===== src/hw/sipo_regs.svh =====
// Purpose: shared constants of the serial-in, parallel-out latch driver
// Assumes: included by its bare name from the package and design files
// Notes:   definitions only
`ifndef SIPO_REGS_SVH
`define SIPO_REGS_SVH

// ****************************************
// sizes
// ****************************************
`define SIPO_STAGES      8
`define SIPO_FIFO_DEPTH  16
`define SIPO_SYNC_DEPTH  2

// ****************************************
// reset values
// ****************************************
`define SIPO_SHIFT_RESET 8'h00
`define SIPO_LATCH_RESET 8'h00
`define SIPO_PINS_IDLE   4'hF

`endif


===== src/hw/sipo_pkg.sv =====
// Purpose: types shared by the latch driver and its testbench
// Assumes: sipo_regs.svh for sizes
// Notes:   pin samples travel as one packed struct
`include "sipo_regs.svh"

package sipo_pkg;

  // ****************************************
  // carrier types
  // ****************************************
  // one sample of the four host pins
  typedef struct packed {
    logic shift_clk;
    logic serial_data;
    logic latch_strobe_n;
    logic latch_clear_n;
  } pin_sample_t;

  typedef logic [`SIPO_STAGES-1:0] stage_word_t;

endpackage : sipo_pkg


===== src/hw/bit_fifo.sv =====
// Purpose: small synchronous FIFO between shift sampling and shift register
// Assumes: single clock, push ignored when full, pop ignored when empty
// Notes:   full and empty come from a registered count
`timescale 1ns/1ps
`default_nettype none

module bit_fifo #(
  parameter int WIDTH = 1,
  parameter int DEPTH = 16
) (
  // clock and reset
  input  wire logic             clk,
  input  wire logic             reset_n,
  // filling side
  input  wire logic             in_valid,
  input  wire logic [WIDTH-1:0] in_data,
  output var  logic             in_ready,
  // draining side
  output var  logic             out_valid,
  output var  logic [WIDTH-1:0] out_data,
  input  wire logic             out_ready
);

  localparam int AW = (DEPTH > 1) ? $clog2(DEPTH) : 1;

  logic [WIDTH-1:0] mem [DEPTH];
  logic [AW-1:0]    wr_ptr;
  logic [AW-1:0]    rd_ptr;
  logic [AW:0]      count;
  logic [AW-1:0]    next_wr_ptr;
  logic [AW-1:0]    next_rd_ptr;
  logic [AW:0]      next_count;
  logic             push;
  logic             pop;

  // handshakes on both sides
  assign push      = in_valid && in_ready;
  assign pop       = out_valid && out_ready;
  assign in_ready  = (count != (AW+1)'(DEPTH));
  assign out_valid = (count != '0);
  assign out_data  = mem[rd_ptr];

  // pointer and count next values
  always_comb begin
    next_wr_ptr = wr_ptr;
    next_rd_ptr = rd_ptr;
    next_count  = count;
    if (push) begin
      next_wr_ptr = (wr_ptr == AW'(DEPTH - 1)) ? '0 : wr_ptr + 1'b1;
    end
    if (pop) begin
      next_rd_ptr = (rd_ptr == AW'(DEPTH - 1)) ? '0 : rd_ptr + 1'b1;
    end
    if (push && !pop) begin
      next_count = count + 1'b1;
    end else if (pop && !push) begin
      next_count = count - 1'b1;
    end
  end

  // pointer and count registers
  always_ff @(posedge clk or negedge reset_n) begin
    if (!reset_n) begin
      wr_ptr <= '0;
      rd_ptr <= '0;
      count  <= '0;
    end else begin
      wr_ptr <= next_wr_ptr;
      rd_ptr <= next_rd_ptr;
      count  <= next_count;
    end
  end

  // storage, written only on push
  always_ff @(posedge clk) begin
    if (push) begin
      mem[wr_ptr] <= in_data;
    end
  end

endmodule : bit_fifo

`default_nettype wire


===== src/hw/sipo_latch_driver.sv =====
// Purpose: 8-bit serial-in, parallel-out driver with level latch and clear
// Assumes: host pins are asynchronous to clk and pass two flip-flops first
// Notes:   a FIFO carries sampled bits from the pin edge to the shift stages
`include "sipo_regs.svh"
`timescale 1ns/1ps
`default_nettype none

module sipo_latch_driver
  import sipo_pkg::*;
#(
  parameter int STAGES     = `SIPO_STAGES,
  parameter int FIFO_DEPTH = `SIPO_FIFO_DEPTH
) (
  // clock and reset
  input  wire logic              clk,
  input  wire logic              reset_n,
  // host pins
  input  wire logic              shift_clk,
  input  wire logic              serial_data,
  input  wire logic              latch_strobe_n,
  input  wire logic              latch_clear_n,
  // local drain control
  input  wire logic              drain_hold,
  // outputs
  output var  logic [STAGES-1:0] parallel_out,
  output var  logic              serial_out,
  output var  logic              shift_in_ready
);

  // ****************************************
  // pin synchronisers
  // ****************************************
  pin_sample_t       pins_raw;
  pin_sample_t       sync_a;
  pin_sample_t       sync_b;
  logic              clk_seen;
  logic              shift_rise;
  logic              clear_s;
  logic              strobe_s;

  assign pins_raw = '{shift_clk:      shift_clk,
                      serial_data:    serial_data,
                      latch_strobe_n: latch_strobe_n,
                      latch_clear_n:  latch_clear_n};

  // two-flop synchroniser plus edge history
  always_ff @(posedge clk or negedge reset_n) begin
    if (!reset_n) begin
      sync_a   <= `SIPO_PINS_IDLE;
      sync_b   <= `SIPO_PINS_IDLE;
      clk_seen <= 1'b1;
    end else begin
      sync_a   <= pins_raw;
      sync_b   <= sync_a;
      clk_seen <= sync_b.shift_clk;
    end
  end

  assign shift_rise = sync_b.shift_clk && !clk_seen;
  assign clear_s    = sync_b.latch_clear_n;
  assign strobe_s   = sync_b.latch_strobe_n;

  // ****************************************
  // bit FIFO
  // ****************************************
  logic              fifo_in_ready;
  logic              fifo_valid;
  logic              fifo_bit;
  logic              pop;

  bit_fifo #(
    .WIDTH (1),
    .DEPTH (FIFO_DEPTH)
  ) u_fifo (
    .clk       (clk),
    .reset_n   (reset_n),
    .in_valid  (shift_rise),
    .in_data   (sync_b.serial_data),
    .in_ready  (fifo_in_ready),
    .out_valid (fifo_valid),
    .out_data  (fifo_bit),
    .out_ready (!drain_hold)
  );

  assign pop = fifo_valid && !drain_hold;

  // ready to the filling side, registered
  always_ff @(posedge clk or negedge reset_n) begin
    if (!reset_n) begin
      shift_in_ready <= 1'b1;
    end else begin
      shift_in_ready <= fifo_in_ready;
    end
  end

  // ****************************************
  // shift register and latch
  // ****************************************
  // eight shift stages
  logic [STAGES-1:0] shift_reg;
  logic [STAGES-1:0] next_shift_reg;
  logic [STAGES-1:0] next_parallel_out;

  // next values of stages and latch
  always_comb begin
    next_shift_reg    = shift_reg;
    next_parallel_out = parallel_out;
    if (pop) begin
      next_shift_reg = {shift_reg[STAGES-2:0], fifo_bit};
    end
    if (!clear_s) begin
      next_parallel_out = `SIPO_LATCH_RESET;
    end else if (!strobe_s && !fifo_valid) begin
      next_parallel_out = shift_reg;
    end
  end

  // stage and latch registers
  always_ff @(posedge clk or negedge reset_n) begin
    if (!reset_n) begin
      shift_reg    <= `SIPO_SHIFT_RESET;
      parallel_out <= `SIPO_LATCH_RESET;
    end else begin
      shift_reg    <= next_shift_reg;
      parallel_out <= next_parallel_out;
    end
  end

  // last stage always on serial output
  assign serial_out = shift_reg[STAGES-1];

  // ****************************************
  // assertions
  // ****************************************
  property p_shift_in;
    @(posedge clk) disable iff (!reset_n)
      pop |=> shift_reg == {$past(shift_reg[STAGES-2:0]), $past(fifo_bit)};
  endproperty
  a_shift_in: assert property (p_shift_in)
    else $error("shift stages did not advance on pop");

  property p_edge_queued;
    @(posedge clk) disable iff (!reset_n)
      (shift_rise && fifo_in_ready && drain_hold) |=> fifo_valid;
  endproperty
  a_edge_queued: assert property (p_edge_queued)
    else $error("shift clock rise was not queued");

  property p_copy;
    @(posedge clk) disable iff (!reset_n)
      (clear_s && !strobe_s && !fifo_valid) |=> parallel_out == $past(shift_reg);
  endproperty
  a_copy: assert property (p_copy)
    else $error("latch did not copy stages under strobe");

  property p_hold;
    @(posedge clk) disable iff (!reset_n)
      (clear_s && strobe_s) |=> $stable(parallel_out);
  endproperty
  a_hold: assert property (p_hold)
    else $error("latch changed while strobe high");

  property p_transparent;
    @(posedge clk) disable iff (!reset_n)
      (clear_s && !strobe_s && !fifo_valid && pop == 1'b0) [*2]
        |=> parallel_out == shift_reg;
  endproperty
  a_transparent: assert property (p_transparent)
    else $error("latch not transparent during strobe");

  property p_clear_pin;
    @(posedge clk) disable iff (!reset_n)
      (!latch_clear_n) [*3] |=> parallel_out == '0;
  endproperty
  a_clear_pin: assert property (p_clear_pin)
    else $error("clear pin did not reset latch in time");

  property p_clear_low;
    @(posedge clk) disable iff (!reset_n)
      !clear_s |=> parallel_out == '0;
  endproperty
  a_clear_low: assert property (p_clear_low)
    else $error("outputs not low under clear");

  property p_serial;
    @(posedge clk) disable iff (!reset_n)
      pop |=> serial_out == $past(shift_reg[STAGES-2]);
  endproperty
  a_serial: assert property (p_serial)
    else $error("serial output not the last stage");

  property p_order;
    @(posedge clk) disable iff (!reset_n)
      (pop && drain_hold == 1'b0) |=> shift_reg[0] == $past(fifo_bit);
  endproperty
  a_order: assert property (p_order)
    else $error("newest bit not at lowest stage");

  property p_ready_reg;
    @(posedge clk) disable iff (!reset_n)
      1'b1 |=> shift_in_ready == $past(fifo_in_ready);
  endproperty
  a_ready_reg: assert property (p_ready_reg)
    else $error("ready flag out of step with FIFO");

endmodule : sipo_latch_driver

`default_nettype wire


===== config.mk =====
export PLATFORM = sky130hd
export DESIGN_NAME = sipo_latch_driver
export DESIGN_NICKNAME = d
export VERILOG_FILES = /design/src/hw/sipo_pkg.sv /design/src/hw/bit_fifo.sv /design/src/hw/sipo_latch_driver.sv
export VERILOG_INCLUDE_DIRS = /design/src /design/src/hw
export SDC_FILE = /design/constraint.sdc
export NUM_CORES = 1
export LEC_CHECK = 0
export ABC_AREA = 1
export BUFFER_PORTS_ARGS = -buffer_cell sky130_fd_sc_hd__buf_4
export CORE_ASPECT_RATIO = 0.7
export CORE_MARGIN = 8
export CORE_UTILIZATION = 43
export DETAILED_ROUTE_END_ITERATION = 8
export PLACE_DENSITY_LB_ADDON = 0.3
export RECOVER_POWER = 25
export SLEW_MARGIN = 40
export SYNTH_ARGS = -nofsm -noshare
export SYNTH_HDL_FRONTEND = slang
export SYNTH_SLANG_ARGS = --single-unit

===== constraint.sdc =====
create_clock -name clk -period 4.2 [get_ports clk]
set_clock_uncertainty 0.05 [all_clocks]
set_input_delay 0.84 -clock clk [delete_from_list [all_inputs] [get_ports clk]]
set_output_delay 0.84 -clock clk [all_outputs]
set_load 0.02 [all_outputs]

**Yosys cells after proc, flatten, opt, wreduce, memory -nomap -nowiden**

Memories as Yosys holds them, arrays and structs flattened. A register that Yosys moved wholly into a read port is not among the register bits.
Index checks and enable logic that the tools add are counted.

- Register bits: 39
- Bits in writable memories: 16
- Input bits: 7
- Memories: 1

Memory list:

| memory | words | width | read ports | clocked after Yosys merged registers in | write ports | line | source |
|---|---|---|---|---|---|---|---|
| u_fifo.mem | 16 | 1 | 1 | 1 | 1 | bit_fifo.sv:26 | `logic [WIDTH-1:0] mem [DEPTH];` |

- Add/subtract/negate cells: 4
- Equality and inequality tests: 4
- Mux-type cells: 8
- Reduce and logical (&&, ||, !) cells: 15

Operators with widths:

| operator | number |
|---|---|
| $mux 8 | 2 |
| $mux 5 | 2 |
| $add 4x1->4 const B | 2 |
| $eq 4x4->1 const B | 2 |
| $mux 4 | 2 |
| $logic_not 1->1 | 7 |
| $logic_and 1x1->1 | 6 |
| $add 5x1->5 const B | 1 |
| $ne 5x5->1 const B | 1 |
| $reduce_bool 5->1 | 1 |
| $sub 5x1->5 const B | 1 |
| $mux 1 | 2 |
| $ne 2x1->1 const B | 1 |
| $reduce_bool 2->1 | 1 |

**Logic depth before layout (Yosys ltp)**

Gate-level depths: netlist (run 1).

- Word-level depth: 7
- Gate-level depth with buffers: 13

**Hierarchy**

Synthesis (run 1) repeated with hierarchy kept, for this count alone.

- Cells, all modules: 276
- Area total of the unflattened synthesis: 2,701.3 um^2

By module, submodules not included:

| module | instances | cells each | area each (um^2) | seq. area each (um^2) |
|---|---|---|---|---|
| bit_fifo | 1 | 191 | 1,682.9 | 805.8 |
| sipo_latch_driver | 1 | 85 | 1,018.5 | 663.1 |

**Least setup slack after synthesis (run 1)**

No wires, ideal clock.

- Path kind: input to register
- From: in drain_hold
- To: reg u_fifo.count[4]
- Library setup time: 0.083 ns
- Arrival: 2.177 ns
- Required time: 4.067 ns
- Path slack: 1.890 ns
- Stages on the path: 11
- Buffers on the path: 0
- Cell sequence: inv_1 nand2_8 ha_1 inv_1 ha_1 nand2_1 nand2_1 a21oi_1 xor2_1 nand2_1 o21ai_0

- Word-level cells in the longest chain between the ends: 5
- Elaborated cells on any way between the ends: 7

Ends and longest elaborated chain:

| what | line | source |
|---|---|---|
| start, declared | sipo_latch_driver.sv:23 | `input wire logic drain_hold,` |
| $logic_not 1->1 * | sipo_latch_driver.sv:82 | `.out_ready (!drain_hold)` |
| $logic_and 1x1->1 * | bit_fifo.sv:38 | `assign pop = out_valid && out_ready;` |
| $logic_not 1->1 | bit_fifo.sv:54 | `if (push && !pop) begin` |
| $logic_and 1x1->1 | bit_fifo.sv:54 |  |
| $mux 5 / $reduce_bool 2->1 (equally long branches) | -- |  |
| end signal, assigned | bit_fifo.sv:70 | `count <= next_count;` |
| end, declared | bit_fifo.sv:29 | `logic [AW:0] count;` |

Mark *: on every way between the ends. The rest lies on a longest branch, timed or not.
A chain may end at the register's enable or synchronous reset.

==> metrics.md, run 1 <==
| Metric | Value |
|---|---|
| Post-synthesis sequential element count | `55` |
| Fmax | `413.2 MHz` |
| Synth Instances | `261` |
| Startpoint Class | `input port` |
| Run status | `complete, but fails checks` |
| N_diodes | `0` |
| Die X | `approximately 110 µm` |
| WP buf/inv | `1` |
| Design area | `2843 µm²` |
| TritonCTS clock tree | `yes` |
| Slowest cell on the critical path | `clkbuf_1` |
| Flip-flop and latch area | `about 1500 µm²` |
| Async SR Flop Fraction | `0.7091` |
| Cts bufs inserted | `5` |
| H-tree depth | `2` |
| MaxCap Viol Count | `1` |
| P&R area growth vs syn | `11.59%` |
| CTS Buffer Depth | `2` |
| Met3 usage in global routing | `0.03277` |
| YS warnings | `0` |
| Final min period | `around 2.4 ns` |
| Worst VDD drop | `between 0.0002 and 0.0003 V` |
| Hold Violations, Final | `0` |
| Top cells by area, synth | `dfrtp_1 (28%), edfxtp_1 (19%), nand2_1 (11%), dfstp_2 (10%), nand3_1 (4.7%)` |
| Pre-Repair DR Iteration Count | `4` |
| FILL cells | `around 530` |
| First-pass GRT wire length | `~7400 µm` |
| Slew Limit Headroom | `-0.4254` |
| Largest register FFs | `16` |
| Vias | `~1,700` |
| P_leak | `about 1.4 nW` |
| IO Count | `17` |
| Routability congestion estimate | `between 0.7 and 0.8` |
| Distinct cells, synth | `30` |
| Mean number of vias per cell | `4.686` |
| Syn Std Cell Area | `2547 µm²` |
| Critical path type | `input port to async pin` |
| Finish-stage setup viols | `0` |
| Post-synth top area share | `0.2849` |
| Final cell count without fillers | `~360` |
| Syn nets | `278` |
| GRT met2 Usage | `0.1561` |
| Post-Place Cells | `between 300 and 400` |
| Die Area | `about 8700 µm²` |
| Cts hold-fix bufs | `0` |
| Setup tns final | `0 ns` |
| Number of enable flip-flop cells after synthesis | `16` |
| CP cell instances | `clkbuf_1` |
| Sinks on the clock net | `55` |
| Worst-path clk slew | `0.09 ns` |
| Multi-input gate area | `920.9 µm²` |
| Core Area | `approximately 5700 µm²` |
| Post-CTS Setup Repair Bufs | `0` |
| GR Overflow Total | `0` |
| DRC | `0` |
| Fin nets | `slightly below 300` |
| IO buf count | `16` |
| Worst EP required | `around 4.1 ns` |
| Register area share after synthesis | `0.5766` |
| Avg WL per Cell | `approximately 11 µm` |
| Power, Total | `between 0.0015 and 0.002 W` |
| Largest net degree at the start of global routing | `40` |
| Top delay family on crit path | `buffers and inverters` |
| PwrDens | `between 500 and 600 nW/µm²` |
| Max FO, Critical Path | `39` |
| Slew @ Worst Pin | `about 2.1 ns` |
| Vias in the first global route | `approximately 1,600` |
| Vert. Die Dim | `approximately 80 µm` |
| FF-to-FF setup slack | `about 1.8 ns` |
| Root Buffer | `clkbuf_8` |
| Cell with the most instances after synthesis | `nand2_1` |
| Worst path max stage delay | `~1.5 ns` |
| Clock latency on the worst-skew pair | `0.30 ns` |
| Top_reg_cell synth | `dfrtp_1` |
| Area leader, netlist | `dfrtp_1` |
| Syn_area_per_cell | `9.760 µm²` |
| GRT Util Overall | `0.1051` |
| Slew Limit Fails | `40` |
| Fraction of layout cells with a size suffix above 1 | `0.1702` |
| Hold WC Path Type | `flip-flop to flip-flop` |
| Post-Place Cell Area | `between 2000 and 3000 µm²` |
| Final WL | `between 4000 and 5000 µm` |
| Violated checks | `capacitance limit, slew limit` |
| Initial Util | `0.4448` |
| Commonest cells post-synth | `nand2_1 (76), inv_1 (31), dfrtp_1 (29)` |
| Initial antenna violation count | `0` |
| Global Route met1 Usage | `0.1425` |
| Num rows | `23` |
| CP endpoint kind | `async pin` |
| RSZ-0062 raised after global routing | `false` |
| Iteration-0 DRC Markers | `just under 80` |
| Post-DP HPWL | `2911 µm` |
| Post-DRT Antenna Nets | `0` |
| Worst EP arrival | `between 2 and 2.5 ns` |
| Crit share post-route | `0.5762` |
| Top Usage Layer GRT | `met2` |
| Post-CTS sizing | `0` |
[cell usage in the layout (no fill, tap or decap)]
master and instances:
clkbuf_8 5, nor2_4 3, nand2_4 1, o21ai_2 2, fa_1 1, dfrtp_1 29, nand2_2 4, dfstp_1 2
xor2_1 3, clkinv_1 1, clkbuf_1 1, a21boi_1 1, inv_1 31, nand4_2 1, bufinv_16 1, nor2_1 25
nand3_1 24, nand2_8 1, ha_1 9, buf_4 11, inv_6 1, xor2_2 1, clkbuf_4 4, nand2_1 76
clkinv_2 1, edfxtp_1 16, a21oi_1 4, inv_2 1, inv_4 1, xnor2_1 1, nand3_4 1, nand4_4 1
nand4_1 1, o21ai_0 9, dfstp_2 8
[metal layers]
layer	wire, µm	up-vias	part of all wire
met5	0	-	0
met1	2069	777	0.51
met2	1709	31	0.42
li1	-	860	-
met4	40	0	0.0099
met3	227	5	0.056
[kinds of logic after synthesis]
kind of cell	Yosys count	share of synthesized area
adder cells (fa/ha/maj)	10	0.05206
buffers and inverters	37	0.06189
XOR/XNOR	5	0.02014
AND/OR/NAND/NOR	138	0.2539
AO/OA/AOI/OAI	16	0.03536
flip-flops	55	0.5766
[cell type report]
type	count	area share
repair buffers	16	0.04093
multi-input cells	169	0.3239
well taps	75	0.03301
clock inverters	3	0.01364
flip-flops and latches	55	0.5167
inverters	34	0.04754
clock buffers	5	0.02421
[report_power, final]
part / total, W / internal, W / switching (W) / leakage (nW)
clock network: 0.000336 / 0.000175 / 0.000161 / 0.0556
logic: 0.000515 / 0.000200 / 0.000315 / 0.695
registers: 0.000803 / 0.000672 / 0.000132 / 0.617
total: 0.00165 / 0.00105 / 0.000608 / 1.37
[metrics by stage]
step	setup WS, ns	util	hold slack [ns]
after floorplan	1.890	-	0.2952
after global placement	1.688	0.4783	0.2956
after detailed placement	1.595	0.4783	0.2969
after CTS	1.822	0.4971	0.3099
after global routing	1.303	0.4964	0.3151
final	1.780	0.4964	0.3098
[path summary, 6_finish.rpt]
path	from	to	cells after the start
setup / recovery	reset_n	u_fifo.count[0]$_DFFE_PN0P_	1
setup reg to reg	u_fifo.count[0]$_DFFE_PN0P_	u_fifo.count[4]$_DFFE_PN0P_	13
hold reg to reg	sync_a[1]$_DFF_PN1_	strobe_s$_DFF_PN1_	0
hold / removal	sync_a[1]$_DFF_PN1_	strobe_s$_DFF_PN1_	0
min in group asynchronous	reset_n	parallel_out[7]$_DFFE_PN0P_	1
max in group clk	u_fifo.count[0]$_DFFE_PN0P_	u_fifo.count[4]$_DFFE_PN0P_	13
(Power assumes the default switching activity.)
==> inputs of run 2 (changes only) <==
Clock period 4.2 ns to 2.35 ns, I/O delays scaled along.
==> metrics.md, run 2 (same netlist as run 1, synthesis figures left out) <==
| Metric | Value |
|---|---|
| Finish-stage setup viols | `0 (unchanged)` |
| Reg2reg path depth | `13 (unchanged)` |
| Run status | `finished clean` |
| Num rows | `23 (unchanged)` |
| Cts hold-fix bufs | `0 (unchanged)` |
| Metal-1 WL | `2199 µm (+6.3%)` |
| Pint | `0.001806 W (+73%)` |
| Switch share | `0.3864 (+0.01874)` |
| Root Buffer | `clkbuf_8` |
| Post-DRT Antenna Nets | `0 (unchanged)` |
| FF-to-FF Start | `u_fifo.count[0]$_DFFE_PN0P_` |
| Final min period | `2.227 ns` |
| Worst path max stage delay | `0.42 ns (-1.08 ns)` |
| Final WL | `4129 µm (+2.1%)` |
| N_diodes | `0 (unchanged)` |
| Vias | `1,647 (-1.6%)` |
| FILL cells | `541 (+2.9%)` |
| Worst-path clk slew | `0.10 ns (about the same)` |
| Hold Violations, Final | `0 (unchanged)` |
| Commonest cells after routing, fill and taps aside | `nand2_1 (76), inv_1 (29), dfrtp_1 (29)` |
| Max Used Layer | `met4` |
| Slew Limit Headroom | `0.3741 (+0.7995)` |
| Fraction of layout cells with a size suffix above 1 | `0.2028 (+0.03258)` |
| Max FO, Critical Path | `9 (-77%)` |
| Most frequent cell on the critical path | `nand2_1` |
| Vert. Die Dim | `80.40 µm (unchanged)` |
| Vias in the first global route | `1,632 (+0.93%)` |
| GR Overflow Total | `0 (unchanged)` |
| CTS Buffer Depth | `2 (unchanged)` |
| P_leak | `1.381 nW (+0.97%)` |
| Fin nets | `302 (+1.3%)` |
| Worst EP arrival | `2.41 ns (+0.06 ns)` |
| Met3 wire length | `218 µm (-4.0%)` |
| Critical path type | `flip-flop to flip-flop` |
| Routability congestion estimate | `0.8136 (+3.9%)` |
| Worst hold path depth | `1 (+1)` |
| Largest net degree at the start of global routing | `40 (unchanged)` |
| Routed length on met2 | `1690 µm (-1.1%)` |
| Cts bufs inserted | `5 (unchanged)` |
| Mean number of vias per cell | `4.562 (-2.6%)` |
| Worst EP required | `2.53 ns (-1.60 ns)` |
| Avg WL per Cell | `11.44 µm (+0.92%)` |
| PwrDens | `1027 nW/µm² (+76%)` |
| Die Area | `8682 µm² (unchanged)` |
| WHS | `0.2165 ns (-0.09325 ns)` |
| Sw power | `0.001137 W (+87%)` |
| GRT Util Overall | `0.1061 (+0.001066)` |
| H-tree depth | `2 (unchanged)` |
| Initial antenna violation count | `0 (unchanged)` |
| Hold Crit Start | `latch_strobe_n` |
| Post-DP HPWL | `3024 µm (+3.9%)` |
| First-pass GRT wire length | `7355 µm (-0.28%)` |
| CP cell instances | `nor2_4 -> nand4_4 -> nand3_4 -> inv_6 -> ha_1 -> inv_1 -> ha_1 -> nand2_1 -> nand2_1 -> a21oi_1 -> xor2_1 -> nand2_1 -> o21ai_0` |
| Initial Util | `0.4448 (unchanged)` |
| Power, Total | `0.002943 W (+78%)` |
| Crit share post-route | `0.9476` |
| Startpoint Class | `flip-flop` |
| Pre-Repair DR Iteration Count | `4 (unchanged)` |
| TritonCTS clock tree | `yes` |
| Fmax | `449.1 MHz` |
| CP endpoint kind | `flip-flop` |
| Sinks on the clock net | `55 (unchanged)` |
| Worst VDD drop | `0.0003642 V (+39%)` |
| Core Area | `5727 µm² (unchanged)` |
| Slew @ Worst Pin | `0.9388 ns (-1.199 ns)` |
| Iteration-0 DRC Markers | `83 (+5.1%)` |
| Reg2reg end | `u_fifo.count[4]$_DFFE_PN0P_` |
| IO buf count | `16 (unchanged)` |
| Worst Hold Path EP | `sync_a[1]$_DFF_PN1_` |
| Largest register FFs | `16 (unchanged)` |
| Sequential share of power | `0.488 (+0.002)` |
| P&R area growth vs syn | `12.48%` |
| IO Count | `17 (unchanged)` |
| Slowest cell on the critical path | `dfrtp_1` |
| MaxCap Viol Count | `0 (-1)` |
| Most common cell after layout, fill and taps aside | `nand2_1` |
| Clock latency on the worst-skew pair | `0.30 ns (about the same)` |
| Slew Limit Fails | `0 (-100%)` |
| DRC | `0 (unchanged)` |
| Hold WC Path Type | `input port to flip-flop` |
| FF-to-FF setup slack | `0.12 ns (-1.72 ns)` |
| Clk pwr share | `0.172 (-0.031)` |
| Combinational power share | `0.340 (+0.029)` |
| Die X | `108.0 µm (unchanged)` |
## run 2: worst max-delay path, delay by kind of cell (launching register included)
family / cells / cell delay [ns]
and+or+nand+nor: 6 / 0.63
adders and majority gates: 2 / 0.49
DFF: 1 / 0.42
AOI/OAI and AO/OA: 2 / 0.21
buffers and inverters: 2 / 0.20
xor gates and xnor gates: 1 / 0.15
## run 2: worst max-delay path by stage
stage,start,endpoint,depth (start not counted)
after detailed placement,u_fifo.count[1]$_DFFE_PN0P_,u_fifo.count[4]$_DFFE_PN0P_,13
final,u_fifo.count[0]$_DFFE_PN0P_,u_fifo.count[4]$_DFFE_PN0P_,13
after floorplan,u_fifo.count[0]$_DFFE_PN0P_,u_fifo.count[4]$_DFFE_PN0P_,12
after global placement,u_fifo.count[1]$_DFFE_PN0P_,u_fifo.count[4]$_DFFE_PN0P_,13
after CTS,u_fifo.count[1]$_DFFE_PN0P_,u_fifo.count[4]$_DFFE_PN0P_,13
after global routing,u_fifo.count[0]$_DFFE_PN0P_,u_fifo.count[4]$_DFFE_PN0P_,13
## run 2: timing repair
| item | CTS | global route |
|---|---|---|
| endpoints found under the setup margin | 0 | 1 |
| resized for setup | 0 | 4 |
| buffers inserted | 0 | 2 |
## run 2: routing by layer
metal  up-vias  track usage
met5         -            0
met3         2      0.03118
met2        24       0.1610
met4         0      0.02483
li1        868            -
met1       753       0.1456
## run 2: final cells by class
class | instances | area (µm²) | area share
Clock buffer | 5 | 68.82 | 0.02402
Inverter | 34 | 137.6 | 0.04803
Clock inverter | 3 | 18.77 | 0.006550
Sequential cell | 55 | 1469 | 0.5127
Multi-Input combinational cell | 169 | 929.6 | 0.3245
Timing Repair Buffer | 20 | 147.6 | 0.05153
Tap cell | 75 | 93.84 | 0.03275
## run 2: power by group through the flow
| stage | Sequential, W | Clock, W | Combinational (W) |
|---|---|---|---|
| after floorplan | 0.00140 | 0 | 0.000761 |
| after global placement | 0.00144 | 0 | 0.000944 |
| after detailed placement | 0.00145 | 0 | 0.000960 |
| after CTS | 0.00143 | 0.000526 | 0.000968 |
| after global routing | 0.00147 | 0.000552 | 0.00116 |
| final | 0.00143 | 0.000506 | 0.00100 |
## run 2: stage by stage
step / cells / setup WS (ns) / instance area, µm² / TNS [ns] / util
2_1_floorplan: 261 / 0.2166 / 2547 / 0 / -
3_3_place_gp: 351 / 0.1223 / 2754 / 0 / 0.4809
3_5_place_dp: 351 / 0.06693 / 2754 / 0 / 0.4809
4_1_cts: 359 / 0.06717 / 2841 / 0 / 0.4962
5_1_grt: 361 / -0.001976 / 2865 / -0.001976 / 0.5003
6_report: 361 / 0.1231 / 2865 / 0 / 0.5003
==> inputs of run 3 (changes only) <==
Settings changed: CORE_UTILIZATION 43 to 40.
==> metrics.md, run 3 (same netlist as run 1, synthesis figures left out) <==
| Metric | Value |
|---|---|
| Run status | `finished clean` |
| Root Buffer | `clkbuf_8` |
| IO Count | `17 (unchanged)` |
| Die Area | `9219 µm² (+6.2%)` |
| Final WL | `4351 µm (+5.4%)` |
| Die X | `111.4 µm (+3.1%)` |
| Finish-stage setup viols | `0 (unchanged)` |
| Final cell count without fillers | `364 (+0.83%)` |
| Vert. Die Dim | `82.77 µm (+3.0%)` |
| Cts bufs inserted | `5 (unchanged)` |
| First-pass GRT wire length | `7617 µm (+3.6%)` |
| PwrDens | `1060 nW/µm² (+3.2%)` |
| WHS | `0.2099 ns (-0.006602 ns)` |
| Slowest cell on the critical path | `dfrtp_2` |
| Slew @ Worst Pin | `0.9340 ns (-0.004829 ns)` |
| Commonest cells after routing, fill and taps aside | `nand2_1 (76), inv_1 (30), dfrtp_1 (28)` |
| Initial antenna violation count | `0 (unchanged)` |
| CTS Buffer Depth | `2 (unchanged)` |
| Post-DP HPWL | `3068 µm (+1.5%)` |
| Vias | `1,680 (+2.0%)` |
| Iteration-0 DRC Markers | `45 (-46%)` |
| Final min period | `2.223 ns (-0.004015 ns)` |
| Post-DRT Antenna Nets | `0 (unchanged)` |
| MaxCap Viol Count | `0 (unchanged)` |
| Fin nets | `302 (unchanged)` |
| GRT Util Overall | `0.1020 (-0.004122)` |
| Worst VDD drop | `0.0004617 V (+27%)` |
| Slew Limit Headroom | `0.3773 (+0.003220)` |
| CP cell instances | `nor2_4 -> nand4_4 -> nand2_8 -> ha_1 -> inv_2 -> fa_1 -> nand2_1 -> nand2_1 -> a21oi_2 -> xor2_1 -> nand2_1 -> o21ai_0` |
| Startpoint Class | `flip-flop` |
| Routability congestion estimate | `0.8901 (+9.4%)` |
| Worst path max stage delay | `0.44 ns (+0.02 ns)` |
| Fraction of layout cells with a size suffix above 1 | `0.2028 (unchanged)` |
| Core Area | `6186 µm² (+8.0%)` |
| WP buf/inv | `1 (-1)` |
| Num rows | `24 (+4.3%)` |
| N_diodes | `0 (unchanged)` |
| Worst EP arrival | `2.40 ns (about the same)` |
| DRC | `0 (unchanged)` |
| Setup tns final | `0 ns (unchanged)` |
| Worst-path clk slew | `0.09 ns (about the same)` |
| Most common cell after layout, fill and taps aside | `nand2_1` |
| Post-Place Cells | `353 (+0.57%)` |
| Hold WC Path Type | `input port to flip-flop` |
| Sinks on the clock net | `55 (unchanged)` |
| Worst EP required | `2.53 ns (about the same)` |
| Mean number of vias per cell | `4.615 (+1.2%)` |
| Largest register FFs | `16 (unchanged)` |
| Layout Utilization | `0.4678 (-0.03249)` |
| Max FO, Critical Path | `4 (-5)` |
| P&R area growth vs syn | `13.61%` |
| Fmax | `449.9 MHz (+0.18%)` |
| IO buf count | `16 (unchanged)` |
| Top delay family on crit path | `simple AND/OR/NAND/NOR gates` |
| FF-to-FF setup slack | `0.13 ns (about the same)` |
| Vias in the first global route | `1,580 (-3.2%)` |
| Initial Util | `0.4118 (-0.03302)` |
| TritonCTS clock tree | `yes` |
| Slew Limit Fails | `0 (unchanged)` |
| Avg WL per Cell | `11.95 µm (+4.5%)` |
| Largest net degree at the start of global routing | `40 (unchanged)` |
| Cts hold-fix bufs | `0 (unchanged)` |
| CP endpoint kind | `flip-flop` |
| H-tree depth | `2 (unchanged)` |
| GR Overflow Total | `0 (unchanged)` |
| Hold Violations, Final | `0 (unchanged)` |
| Most frequent cell on the critical path | `nand2_1` |
| Clock latency on the worst-skew pair | `0.31 ns (about the same)` |
| Pre-Repair DR Iteration Count | `5 (+1)` |
| P_leak | `1.389 nW (+0.62%)` |
| Crit share post-route | `0.9459 (-0.001709)` |
| Critical path type | `flip-flop to flip-flop` |
run 3: layout make-up:
cell class                 count  area [µm²]
clock buffer                   5       68.82
clock inverter                 3       38.79
fill                         581        3292
inverter                      34       137.6
multi-input combinational    169       933.4
sequential                    55        1470
tap                           78       97.59
timing repair buffer          20       147.6
run 3: power by group:
part	internal [W]	switching (W)	total, W
registers	0.00120	0.000228	0.00143
clock network	0.000312	0.000301	0.000614
logic	0.000403	0.000621	0.00102
run 3: what timing repair did:
| action | CTS | global route |
|---|---|---|
| resized for setup | 1 | 4 |
| setup buffers | 0 | 3 |
| hold endpoints to repair | 0 | 0 |
| endpoints found under the setup margin | 1 | 2 |
run 3: final timing paths:
path / cells past startpoint / endpoint / startpoint
worst max register to register: 12 / u_fifo.count[4]$_DFFE_PN0P_ / u_fifo.count[0]$_DFFE_PN0P_
max in group asynchronous: 1 / u_fifo.count[0]$_DFFE_PN0P_ / reset_n
min in group asynchronous: 1 / parallel_out[7]$_DFFE_PN0P_ / reset_n
worst max-delay path: 12 / u_fifo.count[4]$_DFFE_PN0P_ / u_fifo.count[0]$_DFFE_PN0P_
worst min-delay path: 1 / sync_a[2]$_DFF_PN1_ / serial_data
worst min register to register: 0 / clear_s$_DFF_PN1_ / sync_a[0]$_DFF_PN1_
run 3: worst reg2reg max path: stages (launching register included):
cell     delay (ns)
dfrtp_2        0.44
nor2_4         0.17
nand4_4        0.15
nand2_8        0.09
ha_1           0.20
inv_2          0.08
fa_1           0.40
nand2_1        0.10
nand2_1        0.06
a21oi_2        0.13
xor2_1         0.15
nand2_1        0.05
o21ai_0        0.07
run 3: metal layers:
metal | vias to the layer above | GRT usage | part of all wire
met5 | - | 0 | 0
met4 | 0 | 0.04768 | 0.016
met3 | 5 | 0.03520 | 0.060
met2 | 33 | 0.1521 | 0.42
met1 | 769 | 0.1322 | 0.51
li1 | 873 | - | -
run 3: metrics by stage:
| stage | total power, W | worst slack (ns) | instance area [µm²] |
|---|---|---|---|
| final | 0.003068 | 0.1271 | 2894 |
| after detailed placement | 0.002407 | 0.03000 | 2750 |
| after global routing | 0.003319 | -0.01203 | 2894 |
| after floorplan | 0.002164 | 0.2166 | 2547 |
| after global placement | 0.002390 | 0.1016 | 2750 |
| after CTS | 0.003029 | 0.02044 | 2859 |
